## src/pkg/pcs_pkg.sv

```systemverilog
package pcs_pkg;

    // configuration field widths
    localparam int LOOP_DIV_W  = 9;
    localparam int POST_DIV_W  = 2;
    localparam int DIAG_SEL_W  = 3;
    localparam int SHIFT_LEN   = DIAG_SEL_W + POST_DIV_W + LOOP_DIV_W;

    // field positions inside the serial shift register
    localparam int SH_LOOP_LSB = 0;
    localparam int SH_POST_LSB = SH_LOOP_LSB + LOOP_DIV_W;
    localparam int SH_DIAG_LSB = SH_POST_LSB + POST_DIV_W;

    // nominal oscillator range, for reference only
    localparam int OSC_MIN_MHZ = 200;
    localparam int OSC_MAX_MHZ = 400;
    localparam int MCLK_MHZ    = 20;

    // values after reset: parallel pins idle high, serial pins idle low
    localparam logic [LOOP_DIV_W-1:0] LOOP_DIV_RST = 9'h1ff;
    localparam logic [POST_DIV_W-1:0] POST_DIV_RST = 2'h3;
    localparam logic [DIAG_SEL_W-1:0] DIAG_SEL_RST = 3'h0;
    localparam logic [SHIFT_LEN-1:0]  SHIFT_RST    = 14'h0000;

    // post-divide patterns
    localparam logic [POST_DIV_W-1:0] POST_DIV_1 = 2'h0;
    localparam logic [POST_DIV_W-1:0] POST_DIV_2 = 2'h1;
    localparam logic [POST_DIV_W-1:0] POST_DIV_4 = 2'h2;
    localparam logic [POST_DIV_W-1:0] POST_DIV_8 = 2'h3;

    // width of the half-period counter, sized for the largest ratio (divide by 8)
    localparam int HALF_CNT_W = 3;

    // diagnostic output selections
    typedef enum logic [DIAG_SEL_W-1:0] {
        DIAG_SHIFT_MSB = 3'h0,
        DIAG_HIGH      = 3'h1,
        DIAG_LOW       = 3'h2,
        DIAG_LOOP_FB   = 3'h3,
        DIAG_POST_RAW  = 3'h4
    } pcs_diag_t;

endpackage

```

## src/pkg/pcs_div_if.sv

```systemverilog
`timescale 1ns/1ps
`default_nettype none
interface pcs_div_if;
    import pcs_pkg::*;
    logic [POST_DIV_W-1:0] post_div; // latched post-divide field
    logic                  out_en;   // synchronised output enable request
    logic                  fout;     // gated output, true phase
    logic                  fout_b;   // gated output, complement
    logic                  raw;      // ungated divider phase

    modport ctrl (output post_div, output out_en,
                  input fout, input fout_b, input raw);
    modport div  (input post_div, input out_en,
                  output fout, output fout_b, output raw);
endinterface
`default_nettype wire

```

## src/core/pcs_out_div.sv

```systemverilog
`timescale 1ns/1ps
`default_nettype none
module pcs_out_div
    import pcs_pkg::*;
(
    input  wire logic MCLK,  // stand-in for the oscillator clock
    input  wire logic RST_B, // synchronous reset, active low
    pcs_div_if.div    dv     // divider control and outputs
);

    logic [HALF_CNT_W-1:0] cnt_reg;    // cycles into the current half
    logic [HALF_CNT_W-1:0] cnt_next;
    logic [HALF_CNT_W-1:0] half_last;  // last count of a half period
    logic                  ph_reg;     // free-running divider phase
    logic                  ph_next;
    logic                  en_reg;     // enable applied to the output
    logic                  en_next;
    logic                  fout_reg;
    logic                  fout_next;
    logic                  fout_b_reg;
    logic                  fout_b_next;

    ////////////////////////////////////////////////////////////////////
    // half period lengths: 1, 2, 4 or 8 clocks
    always_comb begin
        unique case (dv.post_div)
            POST_DIV_1: half_last = 3'h0;
            POST_DIV_2: half_last = 3'h1;
            POST_DIV_4: half_last = 3'h3;
            POST_DIV_8: half_last = 3'h7;
        endcase
    end

    ////////////////////////////////////////////////////////////////////
    // divider and enable gating
    always_comb begin
        cnt_next = cnt_reg + 3'h1;
        ph_next  = ph_reg;
        en_next  = en_reg;
        // >= so that a shorter ratio loaded mid-half ends it at once
        if (cnt_reg >= half_last) begin
            cnt_next = 3'h0;
            ph_next  = ~ph_reg;
            // enable only changes when a full period has ended
            if (ph_reg) begin
                en_next = dv.out_en;
            end
        end
        // disabled output rests low, never cutting a high half short
        fout_next   = en_next & ph_next;
        fout_b_next = ~fout_next;
    end

    // register stage only
    always_ff @(posedge MCLK) begin
        if (!RST_B) begin
            cnt_reg    <= 3'h0;
            ph_reg     <= 1'b0;
            en_reg     <= 1'b0;
            fout_reg   <= 1'b0;
            fout_b_reg <= 1'b1;
        end else begin
            cnt_reg    <= cnt_next;
            ph_reg     <= ph_next;
            en_reg     <= en_next;
            fout_reg   <= fout_next;
            fout_b_reg <= fout_b_next;
        end
    end

    assign dv.fout   = fout_reg;
    assign dv.fout_b = fout_b_reg;
    assign dv.raw    = ph_reg;

endmodule
`default_nettype wire

```

## src/core/pcs_config_top.sv

```systemverilog
`timescale 1ns/1ps
`default_nettype none
// Functional notes
// - serial and parallel paths load same latches
// - output is oscillator through post-divider
// - post-divide 00/01/10/11 gives 1/2/4/8
// - serial data shifts on shift clock rise
// - serial latch transparent high, holds from fall
// - parallel latch transparent low, captures on rise
// - loop divide from parallel pins, bit 8 MSB
// - post-divide also from parallel pins
// - output enable active high
// - enable changes synchronised to output clock
// - diagnostic select, serial only, picks diag pin
// - open serial pins low, parallel pins high
module pcs_config_top
    import pcs_pkg::*;
(
    input  wire logic                  MCLK,         // 20 MHz clock
    input  wire logic                  RST_B,        // sync reset, low
    input  wire logic                  SER_CLK,      // serial shift clock
    input  wire logic                  SER_DATA,     // serial data
    input  wire logic                  SER_LOAD,     // serial latch strobe
    input  wire logic                  PAR_LOAD_B,   // parallel strobe
    input  wire logic [LOOP_DIV_W-1:0] LOOP_DIV_IN,  // parallel loop div
    input  wire logic [POST_DIV_W-1:0] POST_DIV_IN,  // parallel post div
    input  wire logic                  OUT_EN,       // output enable
    output var  logic                  FOUT,         // synth output
    output var  logic                  FOUT_B,       // synth complement
    output var  logic                  DIAG_OUT,     // diagnostic pin
    output var  logic [LOOP_DIV_W-1:0] CFG_LOOP_DIV, // latched loop div
    output var  logic [POST_DIV_W-1:0] CFG_POST_DIV, // latched post div
    output var  logic [DIAG_SEL_W-1:0] CFG_DIAG_SEL  // latched diag sel
);

    // width of the bundle of pins that pass the synchroniser
    localparam int SYNC_W = 4 + 1 + POST_DIV_W + LOOP_DIV_W;
    // idle levels of an open pin: serial low, parallel high
    localparam logic [SYNC_W-1:0] SYNC_RST = 16'h1fff;

    ////////////////////////////////////////////////////////////////////
    // pin synchroniser, two stages
    logic [SYNC_W-1:0] meta_reg;  // first stage, read by sync only
    logic [SYNC_W-1:0] sync_reg;  // second stage, safe to use
    logic              sclk_d_reg; // previous shift clock level
    logic              sclk_d_next;

    always_ff @(posedge MCLK) begin
        if (!RST_B) begin
            meta_reg <= SYNC_RST;
            sync_reg <= SYNC_RST;
        end else begin
            meta_reg <= {SER_CLK, SER_DATA, SER_LOAD, PAR_LOAD_B, OUT_EN,
                         POST_DIV_IN, LOOP_DIV_IN};
            sync_reg <= meta_reg;
        end
    end

    // named views of the synchronised pins
    logic                  s_clk;
    logic                  s_data;
    logic                  s_load;
    logic                  p_load_b;
    logic                  s_oe;
    logic [POST_DIV_W-1:0] p_post;
    logic [LOOP_DIV_W-1:0] p_loop;

    assign {s_clk, s_data, s_load, p_load_b, s_oe, p_post, p_loop} =
        sync_reg;

    ////////////////////////////////////////////////////////////////////
    // serial shift register
    logic [SHIFT_LEN-1:0] shift_reg;  // first bit in ends at the top
    logic [SHIFT_LEN-1:0] shift_next;

    always_comb begin
        sclk_d_next = s_clk;
        shift_next  = shift_reg;
        // rising edge of the shift clock seen in the clock domain;
        // the shift clock must stay well below MCLK/4 for this
        if (s_clk && !sclk_d_reg) begin
            shift_next = {shift_reg[SHIFT_LEN-2:0], s_data};
        end
    end

    always_ff @(posedge MCLK) begin
        if (!RST_B) begin
            shift_reg  <= SHIFT_RST;
            sclk_d_reg <= 1'b0;
        end else begin
            shift_reg  <= shift_next;
            sclk_d_reg <= sclk_d_next;
        end
    end

    ////////////////////////////////////////////////////////////////////
    // configuration latches, shared by both load paths
    logic [LOOP_DIV_W-1:0] loop_reg;
    logic [LOOP_DIV_W-1:0] loop_next;
    logic [POST_DIV_W-1:0] post_reg;
    logic [POST_DIV_W-1:0] post_next;
    logic [DIAG_SEL_W-1:0] diag_reg;
    logic [DIAG_SEL_W-1:0] diag_next;

    always_comb begin
        loop_next = loop_reg;
        post_next = post_reg;
        diag_next = diag_reg;
        // serial strobe high: follow the shift register
        if (s_load) begin
            loop_next = shift_reg[SH_LOOP_LSB +: LOOP_DIV_W];
            post_next = shift_reg[SH_POST_LSB +: POST_DIV_W];
            diag_next = shift_reg[SH_DIAG_LSB +: DIAG_SEL_W];
        end
        // parallel strobe low: follow the pins; wins over serial when
        // both are open, and never touches the diagnostic field
        if (!p_load_b) begin
            loop_next = p_loop;
            post_next = p_post;
        end
    end

    // strobes closing freeze the last followed value: hold
    always_ff @(posedge MCLK) begin
        if (!RST_B) begin
            loop_reg <= LOOP_DIV_RST;
            post_reg <= POST_DIV_RST;
            diag_reg <= DIAG_SEL_RST;
        end else begin
            loop_reg <= loop_next;
            post_reg <= post_next;
            diag_reg <= diag_next;
        end
    end

    ////////////////////////////////////////////////////////////////////
    // loop divider model: toggles a feedback phase every loop_reg+1
    logic [LOOP_DIV_W-1:0] fb_cnt_reg;
    logic [LOOP_DIV_W-1:0] fb_cnt_next;
    logic                  fb_reg;
    logic                  fb_next;

    always_comb begin
        fb_cnt_next = fb_cnt_reg + 9'h001;
        fb_next     = fb_reg;
        if (fb_cnt_reg >= loop_reg) begin
            fb_cnt_next = 9'h000;
            fb_next     = ~fb_reg;
        end
    end

    always_ff @(posedge MCLK) begin
        if (!RST_B) begin
            fb_cnt_reg <= 9'h000;
            fb_reg     <= 1'b0;
        end else begin
            fb_cnt_reg <= fb_cnt_next;
            fb_reg     <= fb_next;
        end
    end

    ////////////////////////////////////////////////////////////////////
    // post-divider and synchronous enable
    pcs_div_if dif ();

    assign dif.post_div = post_reg;
    assign dif.out_en   = s_oe;

    pcs_out_div u_div (
        .MCLK  (MCLK),
        .RST_B (RST_B),
        .dv    (dif.div)
    );

    ////////////////////////////////////////////////////////////////////
    // diagnostic pin
    logic diag_out_reg;
    logic diag_out_next;

    always_comb begin
        unique case (diag_reg)
            DIAG_SHIFT_MSB: diag_out_next = shift_reg[SHIFT_LEN-1];
            DIAG_HIGH:      diag_out_next = 1'b1;
            DIAG_LOW:       diag_out_next = 1'b0;
            DIAG_LOOP_FB:   diag_out_next = fb_reg;
            DIAG_POST_RAW:  diag_out_next = dif.raw;
            default:        diag_out_next = 1'b0; // spare codes
        endcase
    end

    always_ff @(posedge MCLK) begin
        if (!RST_B) begin
            diag_out_reg <= 1'b0;
        end else begin
            diag_out_reg <= diag_out_next;
        end
    end

    ////////////////////////////////////////////////////////////////////
    // outputs, each straight from a flip-flop
    assign FOUT         = dif.fout;
    assign FOUT_B       = dif.fout_b;
    assign DIAG_OUT     = diag_out_reg;
    assign CFG_LOOP_DIV = loop_reg;
    assign CFG_POST_DIV = post_reg;
    assign CFG_DIAG_SEL = diag_reg;

endmodule
`default_nettype wire

```

## config.mk

```make
export PLATFORM = sky130hd
export DESIGN_NAME = pcs_config_top
export DESIGN_NICKNAME = d
export VERILOG_FILES = /design/src/pkg/pcs_pkg.sv /design/src/pkg/pcs_div_if.sv /design/src/core/pcs_out_div.sv /design/src/core/pcs_config_top.sv
export SDC_FILE = /design/constraint.sdc
export NUM_CORES = 1
export LEC_CHECK = 0
export ABC_AREA = 1
export BUFFER_PORTS_ARGS = -buffer_cell sky130_fd_sc_hd__buf_2
export CAP_MARGIN = 25
export CORE_ASPECT_RATIO = 1.25
export CORE_MARGIN = 3
export CORE_UTILIZATION = 59
export CTS_BUF_LIST = sky130_fd_sc_hd__clkbuf_4 sky130_fd_sc_hd__clkbuf_8
export DETAILED_ROUTE_END_ITERATION = 8
export PLACE_DENSITY = 0.82
export SLEW_MARGIN = 0
export SYNTH_ARGS = -nofsm -noshare
export SYNTH_HDL_FRONTEND = slang
export SYNTH_SLANG_ARGS = --single-unit
```

## constraint.sdc

```tcl
create_clock -name MCLK -period 2 [get_ports MCLK]
set_input_delay 0.1 -clock MCLK [delete_from_list [all_inputs] [get_ports MCLK]]
set_output_delay 0.1 -clock MCLK [all_outputs]
set_load 0.05 [all_outputs]
```

Yosys cells after proc, flatten, opt, wreduce, memory -nomap -nowiden:

Index checks and enable logic that the tools add are counted.

* add/subtract/negate cells: 2
* $mul: 0
* div/mod/pow operators: 0
* order comparisons: 2
* equality and inequality tests: 7
* shift operators: 0
* mux-type cells: 9
* bitwise operators: 5
* reductions and logical operators: 6

Operators by type and width (number)
* two-way mux 9 bit: 2
* case mux 3 bit (4 select lines): 1
* adder 9 x 1 -> 9 bit, second input constant: 1
* greater-or-equal comparator 9 bit: 1
* == test 2 bit, second input constant: 2
* two-way mux 2 bit: 2
* NOT 1 bit: 4
* case mux 1 bit (4 select lines): 1
* OR reduction 2 bit: 2
* adder 3 x 1 -> 3 bit, second input constant: 1
* == test 3 x 1 -> 1 bit, second input constant: 1
* == test 3 x 2 -> 1 bit, second input constant: 1
* == test 3 bit, second input constant: 1
* greater-or-equal comparator 3 bit: 1
* logical NOT 3 bit: 1
* two-way mux 1 bit: 3
* == test 2 x 1 -> 1 bit, second input constant: 1
* logical NOT 2 bit: 1
* inequality test 2 x 1 -> 1 bit, second input constant: 1
* bitwise AND 1 bit: 1
* logical AND 1 bit: 1
* logical NOT 1 bit: 1

* register bits after elaboration: 79
* latch bits: 0
* bits in writable memories: 0
* memory bits (read-only): 0
* input port bits: 18
* output and inout bits: 17
* memories: 0

Longest topological paths before layout:

Gate-level depths: netlist of run 1.

* word-level depth: 6
* depth in mapped cells: 9
* depth with buffers taken out: 9

By module:

Synthesis of run 1 repeated with hierarchy kept, for this count alone.

* cells, all modules: 344
* area, all modules: 2974.1 µm²

Modules (own cells, without submodules)
* pcs_config_top: instances 1, cells an instance 298, area each 2618.8 µm²
* pcs_out_div: instances 1, cells an instance 46, area each 355.3 µm²

Worst setup path before layout of run 1:

Ideal clock, no wire load.

* path kind: register -> register
* from: register post_reg[1], in the netlist CFG_POST_DIV[1]
* to: register u_div.ph_reg, in the netlist u_div.dv.raw
* library setup time: 0.116 ns
* arrival time: 1.651 ns
* slack: 0.234 ns
* stages on the path, launching flop included: 8
* buffers on the path: 0
* period minus slack after synthesis: 1.766 ns
* path through: dfxtp_1 > nand2_1 > ha_1 > a21oi_1 > nand3_1 > or2_0 > nand3_1 > inv_1

* cells in the longest elaborated chain, start to end: 4
* elaborated cells on any way between the ends: 7

Ends and longest elaborated chain
* start: declaration: RTL line pcs_config_top.sv:100 `logic [POST_DIV_W-1:0] post_reg;`
* start signal: assignment: RTL line pcs_config_top.sv:131 `post_reg <= post_next;`
* == test 2 bit (tied with other cells): RTL line pcs_out_div.sv:26 `unique case (dv.post_div)`
* case mux 3 bit (4 select lines) (*): RTL line pcs_out_div.sv:26
* greater-or-equal comparator 3 bit (*): RTL line pcs_out_div.sv:41 `if (cnt_reg >= half_last) begin`
* two-way mux 1 bit (*): RTL line pcs_out_div.sv:41
* end signal: assignment: RTL line pcs_out_div.sv:64 `ph_reg <= ph_next;`
* end: declaration: RTL line pcs_out_div.sv:14 `logic ph_reg;`

Every way passes the cells marked *; elsewhere a longest branch is shown, timed or not.
A chain may end at the register's enable or synchronous reset.

Worst setup path in the final report of run 1:

* from: register post_reg[1], in the netlist CFG_POST_DIV[1]
* to: register u_div.fout_reg, in the netlist u_div.dv.fout

* cells in the longest elaborated chain, start to end: 5
* elaborated cells on any way between the ends: 9

Ends and longest elaborated chain
* == test 2 bit (tied with other cells): RTL line pcs_out_div.sv:26
* case mux 3 bit (4 select lines) (*): RTL line pcs_out_div.sv:26
* greater-or-equal comparator 3 bit (*): RTL line pcs_out_div.sv:41
* two-way mux 1 bit: RTL line pcs_out_div.sv:41
* bitwise AND 1 bit (*): RTL line pcs_out_div.sv:50 `fout_next = en_next & ph_next;`
* end signal: assignment: RTL line pcs_out_div.sv:66 `fout_reg <= fout_next;`
* end: declaration: RTL line pcs_out_div.sv:18 `logic fout_reg;`

Marked as above.

==> results.json, run 1 <==
{
  "status": "finished, final reports clean",
  "rsz0062_at_grt": "false",
  "start_kind": "flip-flop",
  "routed-wl-met2_um": 2430,
  "fin_nets": 416,
  "p_per_area_nw_per_um2": 884,
  "drv_cap": 0,
  "fin_skew_ns": 0.00888,
  "endpoint": "u_div.dv.fout",
  "cts_buffer_depth": 2,
  "required_ns": 2.29,
  "timing.final.ws_setup_ns": 0.380,
  "slew_headroom": 0.523,
  "dr.pass1.iters": 4,
  "synth_area_leaders": "dfxtp_1 (54%), inv_1 (6.7%), ha_1 (6.0%), or2_2 (5.8%), a21oi_1 (5.5%)",
  "first_iter_violations": 116,
  "dieArea_um2": 5850,
  "setup_tns_ns": 0,
  "ys_seq_area_frac": 0.540,
  "cts_tree": "done",
  "hpwlAfterDp_um": 3400,
  "clk_pin_slew_ns": 0.07,
  "pin_count": 35,
  "die_w_um": 69.0,
  "dp_slack_ns": 0.391,
  "place_congestion": 0.841,
  "rr_worst_depth": 9,
  "vdd_drop_max_v": 0.000532,
  "cp_top_family": "simple AND/OR/NAND/NOR gates",
  "synth.largest_area_cell": "dfxtp_1",
  "ys_types": 26,
  "post_cts_buffers": 0,
  "cp-startpoint": "CFG_POST_DIV[1]",
  "path_cells": "or2_2 -> ha_1 -> nand3_1 -> nand3_1 -> nand2_1 -> nand2_1 -> o21ai_1 -> inv_1 -> nor2_1",
  "reg2reg_slack_ns": 0.38,
  "hold_viol": 0,
  "synth_area_per_cell_um2": 8.83,
  "syn_area_um2": 2930,
  "dr_wl_met3_um": 166,
  "layout-drive-gt1-share": 0.214,
  "timing.hold.ws_ns": 0.0918,
  "synthesis.nets": 364,
  "endpoint_kind": "flip-flop",
  "netlist_instances": 332,
  "clkLatencyLatePin_ns": 0.35,
  "regArea_um2": 1580,
  "min_period_over_period": 0.810,
  "ctsResizeCount": 0,
  "min_period_ns": 1.62,
  "io_buffers": 34,
  "reg2reg_from": "CFG_POST_DIV[1]",
  "r2r_end": "u_div.dv.fout",
  "core_area_um2": 4760,
  "grt_pass1_vias": 2122,
  "ys_ff_latch": 79,
  "cp_slowest_cell": "dfxtp_1",
  "wl_met1_um": 2200,
  "cp.arrival_ns": 1.91,
  "worstMarginPinSlew_ns": 0.713,
  "initial_core_util": 0.615,
  "cts_hold_buf": 16,
  "crit_type": "flip-flop to flip-flop",
  "path_max_fanout": 5,
  "cts_buffers": 9,
  "die_h_um": 84.8,
  "multiInputGateArea_um2": 1100,
  "path_depth": 9,
  "wl_per_cell_um": 11.0,
  "slew_violations": 0,
  "dr.max_layer_used": "met4",
  "drc_errors": 0,
  "area_growth_pct": 18.5,
  "wl_um": 4940,
  "gr-total-overflow": 0,
  "setup_viol": 0,
  "vias": 2192,
  "clkSinkCount": 79,
  "synth_top_area_frac": 0.540,
  "htree_levels": 3,
  "grt_usage": 0.184,
  "path_buf_inv": 1,
  "fmax_ghz": 0.617,
  "ys_warn_count": 0,
  "grt_pass1_wl_um": 8700,
  "n_fill_cell": 362,
  "cts-root-buf": "clkbuf_8",
  "rows": 28,
  "leakagePower_uw": 0.00169,
  "antenna_found_initial": 0,
  "via_per_inst": 4.90,
  "grt_max_degree": 36,
  "num_antenna_cells": 0,
  "max_stage_delay_ns": 0.34,
  "hold_path_class": "primary input to flip-flop",
  "ant_nets": 0
}
## worst register-to-register path, stage by stage, from the launching register on
cell     delay, ns
dfxtp_1       0.34
or2_2         0.30
ha_1          0.28
nand3_1       0.10
nand3_1       0.09
nand2_1       0.11
nand2_1       0.06
o21ai_1       0.12
inv_1         0.08
nor2_1        0.08
## area by class of cell
class	count	share of cell area
clock inverter	3	0.00613
timing repair buffer	53	0.102
clock buffer	11	0.0418
tap	60	0.0216
inverter	52	0.0562
multi-input combinational	189	0.317
sequential	79	0.455
## per-stage QoR
stage | instance area (µm²) | cells | power, µW | util
CTS | 3470 | 447 | 3100 | 0.729
global placement | 3150 | 417 | 2060 | 0.660
detailed placement | 3150 | 417 | 2070 | 0.660
floorplan | 2930 | 332 | 1990 | -
global route | 3470 | 447 | 3220 | 0.729
finish | 3470 | 447 | 3070 | 0.729
## cell families (layout without fill, tap and decap cells)
logic type	count (synthesis)	after routing	share of synthesized area
adders and majority gates	14	14	0.0598
AOI/OAI and AO/OA	64	64	0.121
xor gates and xnor gates	7	7	0.0209
DFF	79	79	0.540
buffers and inverters	64	119	0.0845
and+or+nand+nor	104	104	0.174
## synth_stat cells
master	n
a21oi_1	32
a21oi_2	1
a31oi_1	1
buf_2	5
clkbuf_1	6
clkbuf_2	1
dfxtp_1	79
ha_1	14
inv_1	52
nand2_1	40
nand2_2	1
nand3_1	8
nand3_2	1
nand3b_1	1
nand4_1	3
nor2_1	19
nor2_2	1
nor3_1	1
nor3b_4	1
o211ai_1	12
o21ai_0	17
o21ai_1	1
or2_0	1
or2_2	27
xnor2_1	3
xor2_1	4
## placed cells by master (no fill, tap or decap)
cell type	instances
nand3b_1	1
nor3b_4	1
or2_2	27
or2_0	1
nand3_1	8
nand3_2	1
clkinvlp_4	1
a21oi_1	32
o211ai_1	12
nand2_2	1
o21ai_1	1
nor2_1	19
o21ai_0	17
dfxtp_1	79
nand4_1	3
nor2_2	1
clkbuf_8	10
nor3_1	1
nand2_1	40
a31oi_1	1
buf_4	3
ha_1	14
clkinv_4	1
clkinv_2	1
dlygate4sd3_1	16
xor2_1	4
a21oi_2	1
clkbuf_4	1
buf_2	34
xnor2_1	3
inv_1	52
## worst min path at each step
stage               slack [ns]     start  cells past startpoint           end
floorplan                 0.20  SER_LOAD                      2  meta_reg[13]
global placement          0.28   SER_CLK                      3  meta_reg[15]
detailed placement        0.28   SER_CLK                      3  meta_reg[15]
CTS                       0.08     RST_B                      3  meta_reg[12]
global route              0.14     RST_B                      3  meta_reg[10]
finish                    0.09     RST_B                      3  meta_reg[11]
## power by group
part           switching [µW]  internal (µW)  total [µW]
Clock                     526            484        1010
Combinational             213            138         351
Sequential               47.7           1660        1710
## per-layer routing
metal / vias up / global-route usage
li1: 1155 / -
met1: 990 / 0.212
met2: 36 / 0.313
met3: 11 / 0.0299
met4: 0 / 0.124
met5: - / 0
Power figures use the tool's default switching activity.
==> run 2, diff against run 1 <==
==> constraint.sdc (replaced) <==
create_clock -name MCLK -period 1.7 [get_ports MCLK]
set_input_delay 0.085 -clock MCLK [delete_from_list [all_inputs] [get_ports MCLK]]
set_output_delay 0.085 -clock MCLK [all_outputs]
set_load 0.05 [all_outputs]
==> run 2 against run 1 <==
Effect of this change: clock skew is 0.0014 ns lower; die area is the same; clock power up 23%; power increased by 20%; via count is 1.4% higher; wire length grew 5.9%; maximum frequency is 0.31% higher; non-clock buffer count is the same; critical path depth did not move; utilization grew 0.79 points; highest routed layer unchanged.
==> results.json, run 2 (synthesis gave the netlist of run 1 again) <==
{
  "status": "finished, final reports clean",
  "area_growth_pct": 19.8,
  "n_fill_cell": 370,
  "endpoint_kind": "flip-flop",
  "fin_skew_ns": 0.00743,
  "first_iter_violations": 71,
  "place_congestion": 0.856,
  "setup_tns_ns": 0,
  "wl_met1_um": 2150,
  "clkLatencyLatePin_ns": 0.34,
  "clkSinkCount": 79,
  "path_max_fanout": 9,
  "fmax_ghz": 0.619,
  "path_buf_inv": 1,
  "grt_pass1_vias": 2142,
  "min_period_ns": 1.62,
  "setup_viol": 0,
  "grt_pass1_wl_um": 8850,
  "post_cts_buffers": 0,
  "place_area_um2": 3150,
  "cp-startpoint": "CFG_LOOP_DIV[6]",
  "worstMarginPinSlew_ns": 0.675,
  "dp.cells": 417,
  "p_per_area_nw_per_um2": 1050,
  "initial_core_util": 0.615,
  "antenna_found_initial": 0,
  "path_cells": "inv_1 -> ha_1 -> nand2_1 -> nand2_1 -> a21oi_2 -> nand2_1 -> nand2_1 -> nand2_4 -> nor2_1",
  "max_stage_delay_ns": 0.35,
  "gr-total-overflow": 0,
  "start_kind": "flip-flop",
  "crit_top_cell": "nand2_1",
  "dr.pass1.iters": 4,
  "dp_slack_ns": 0.124,
  "cts_tree": "done",
  "io_buffers": 34,
  "slew_headroom": 0.548,
  "finish.instance_area_um2": 3510,
  "htree_levels": 3,
  "min_period_over_period": 0.950,
  "dr.max_layer_used": "met4",
  "wl_per_cell_um": 11.7,
  "die_h_um": 84.8,
  "cts-root-buf": "clkbuf_8",
  "utilization": 0.737,
  "layout-drive-gt1-share": 0.237,
  "endpoint": "fb_cnt_reg[7]",
  "die_w_um": 69.0,
  "cp_top_family": "simple AND/OR/NAND/NOR gates",
  "grt_usage": 0.190,
  "fin_nets": 416,
  "drc_errors": 0,
  "vdd_drop_max_v": 0.000677,
  "hold_start": "RST_B",
  "routed-wl-met2_um": 2650,
  "timing.final.ws_setup_ns": 0.0846,
  "cts_buffers": 9,
  "path_depth": 9,
  "r2r_end": "fb_cnt_reg[7]",
  "cp.arrival_ns": 1.89,
  "reg2reg_from": "CFG_LOOP_DIV[6]",
  "cts_buffer_depth": 2,
  "via_per_inst": 4.95,
  "drv_cap": 0,
  "leakagePower_uw": 0.00171,
  "final_cell_mix": "dfxtp_1 (75), inv_1 (52), nand2_1 (39)",
  "num_antenna_cells": 0,
  "dr_wl_met3_um": 223,
  "pin_count": 35,
  "crit_type": "flip-flop to flip-flop",
  "rr_worst_depth": 9,
  "hpwlAfterDp_um": 3460,
  "grt_max_degree": 29,
  "ant_nets": 0,
  "dieArea_um2": 5850,
  "fin_cells": 449,
  "rows": 28,
  "cp_slowest_cell": "dfxtp_2",
  "hold_viol": 0,
  "mostFrequentLayoutCell": "dfxtp_1",
  "reg2reg_slack_ns": 0.08,
  "core_area_um2": 4760,
  "required_ns": 1.98,
  "wl_um": 5230,
  "slew_violations": 0,
  "hold_path_class": "primary input to flip-flop",
  "clk_pin_slew_ns": 0.08,
  "vias": 2223
}
==> run 2: cell count changes in the layout (fill, tap and decap cells not counted), sizes merged <==
cell,delta
inv,+1
clkbuf,+1
==> run 2: final cells by class <==
cell class | count | area (µm²) | area share
well taps | 60 | 75.1 | 0.0214
flip-flops and latches | 79 | 1590 | 0.452
inverters | 52 | 195 | 0.0556
clock inverters | 4 | 30.0 | 0.00856
clock buffers | 12 | 153 | 0.0435
multi-input cells | 189 | 1120 | 0.318
repair buffers | 53 | 353 | 0.101
==> run 2: worst min-delay path by stage <==
stage / end / cells past startpoint
after floorplan: meta_reg[13] / 2
after global placement: meta_reg[15] / 3
after detailed placement: meta_reg[15] / 3
after CTS: sync_reg[14] / 4
after global routing: meta_reg[14] / 4
final: sync_reg[14] / 4
==> run 2: stage by stage <==
stage | power (µW) | hold WS [ns]
3_5_place_dp | 2440 | 0.271
2_1_floorplan | 2340 | 0.183
3_3_place_gp | 2420 | 0.265
6_report | 3670 | 0.233
4_1_cts | 3700 | 0.205
5_1_grt | 3840 | 0.248
==> run 2: tightest hold or removal path, delay by kind of cell <==
family | cells | cell delay [ns]
buffers and inverters | 3 | 0.36
AND/OR/NAND/NOR | 1 | 0.08
==> run 2: power by group <==
group	internal, µW	leakage (µW)	switching [µW]
clock	608	0.0000938	635
sequential	1950	0.000649	57.0
combinational	164	0.000967	256
==> run 2: layer usage <==
layer	up-vias	track usage
met1	998	0.202
met2	52	0.331
met5	-	0
met4	0	0.135
met3	17	0.0407
li1	1156	-
==> run 2: repair_timing <==
action | in CTS | in global routing
hold buffers | 16 | 0
gates resized for setup | 0 | 6
hold endpoints to repair | 16 | 0
setup endpoints to repair | 0 | 11
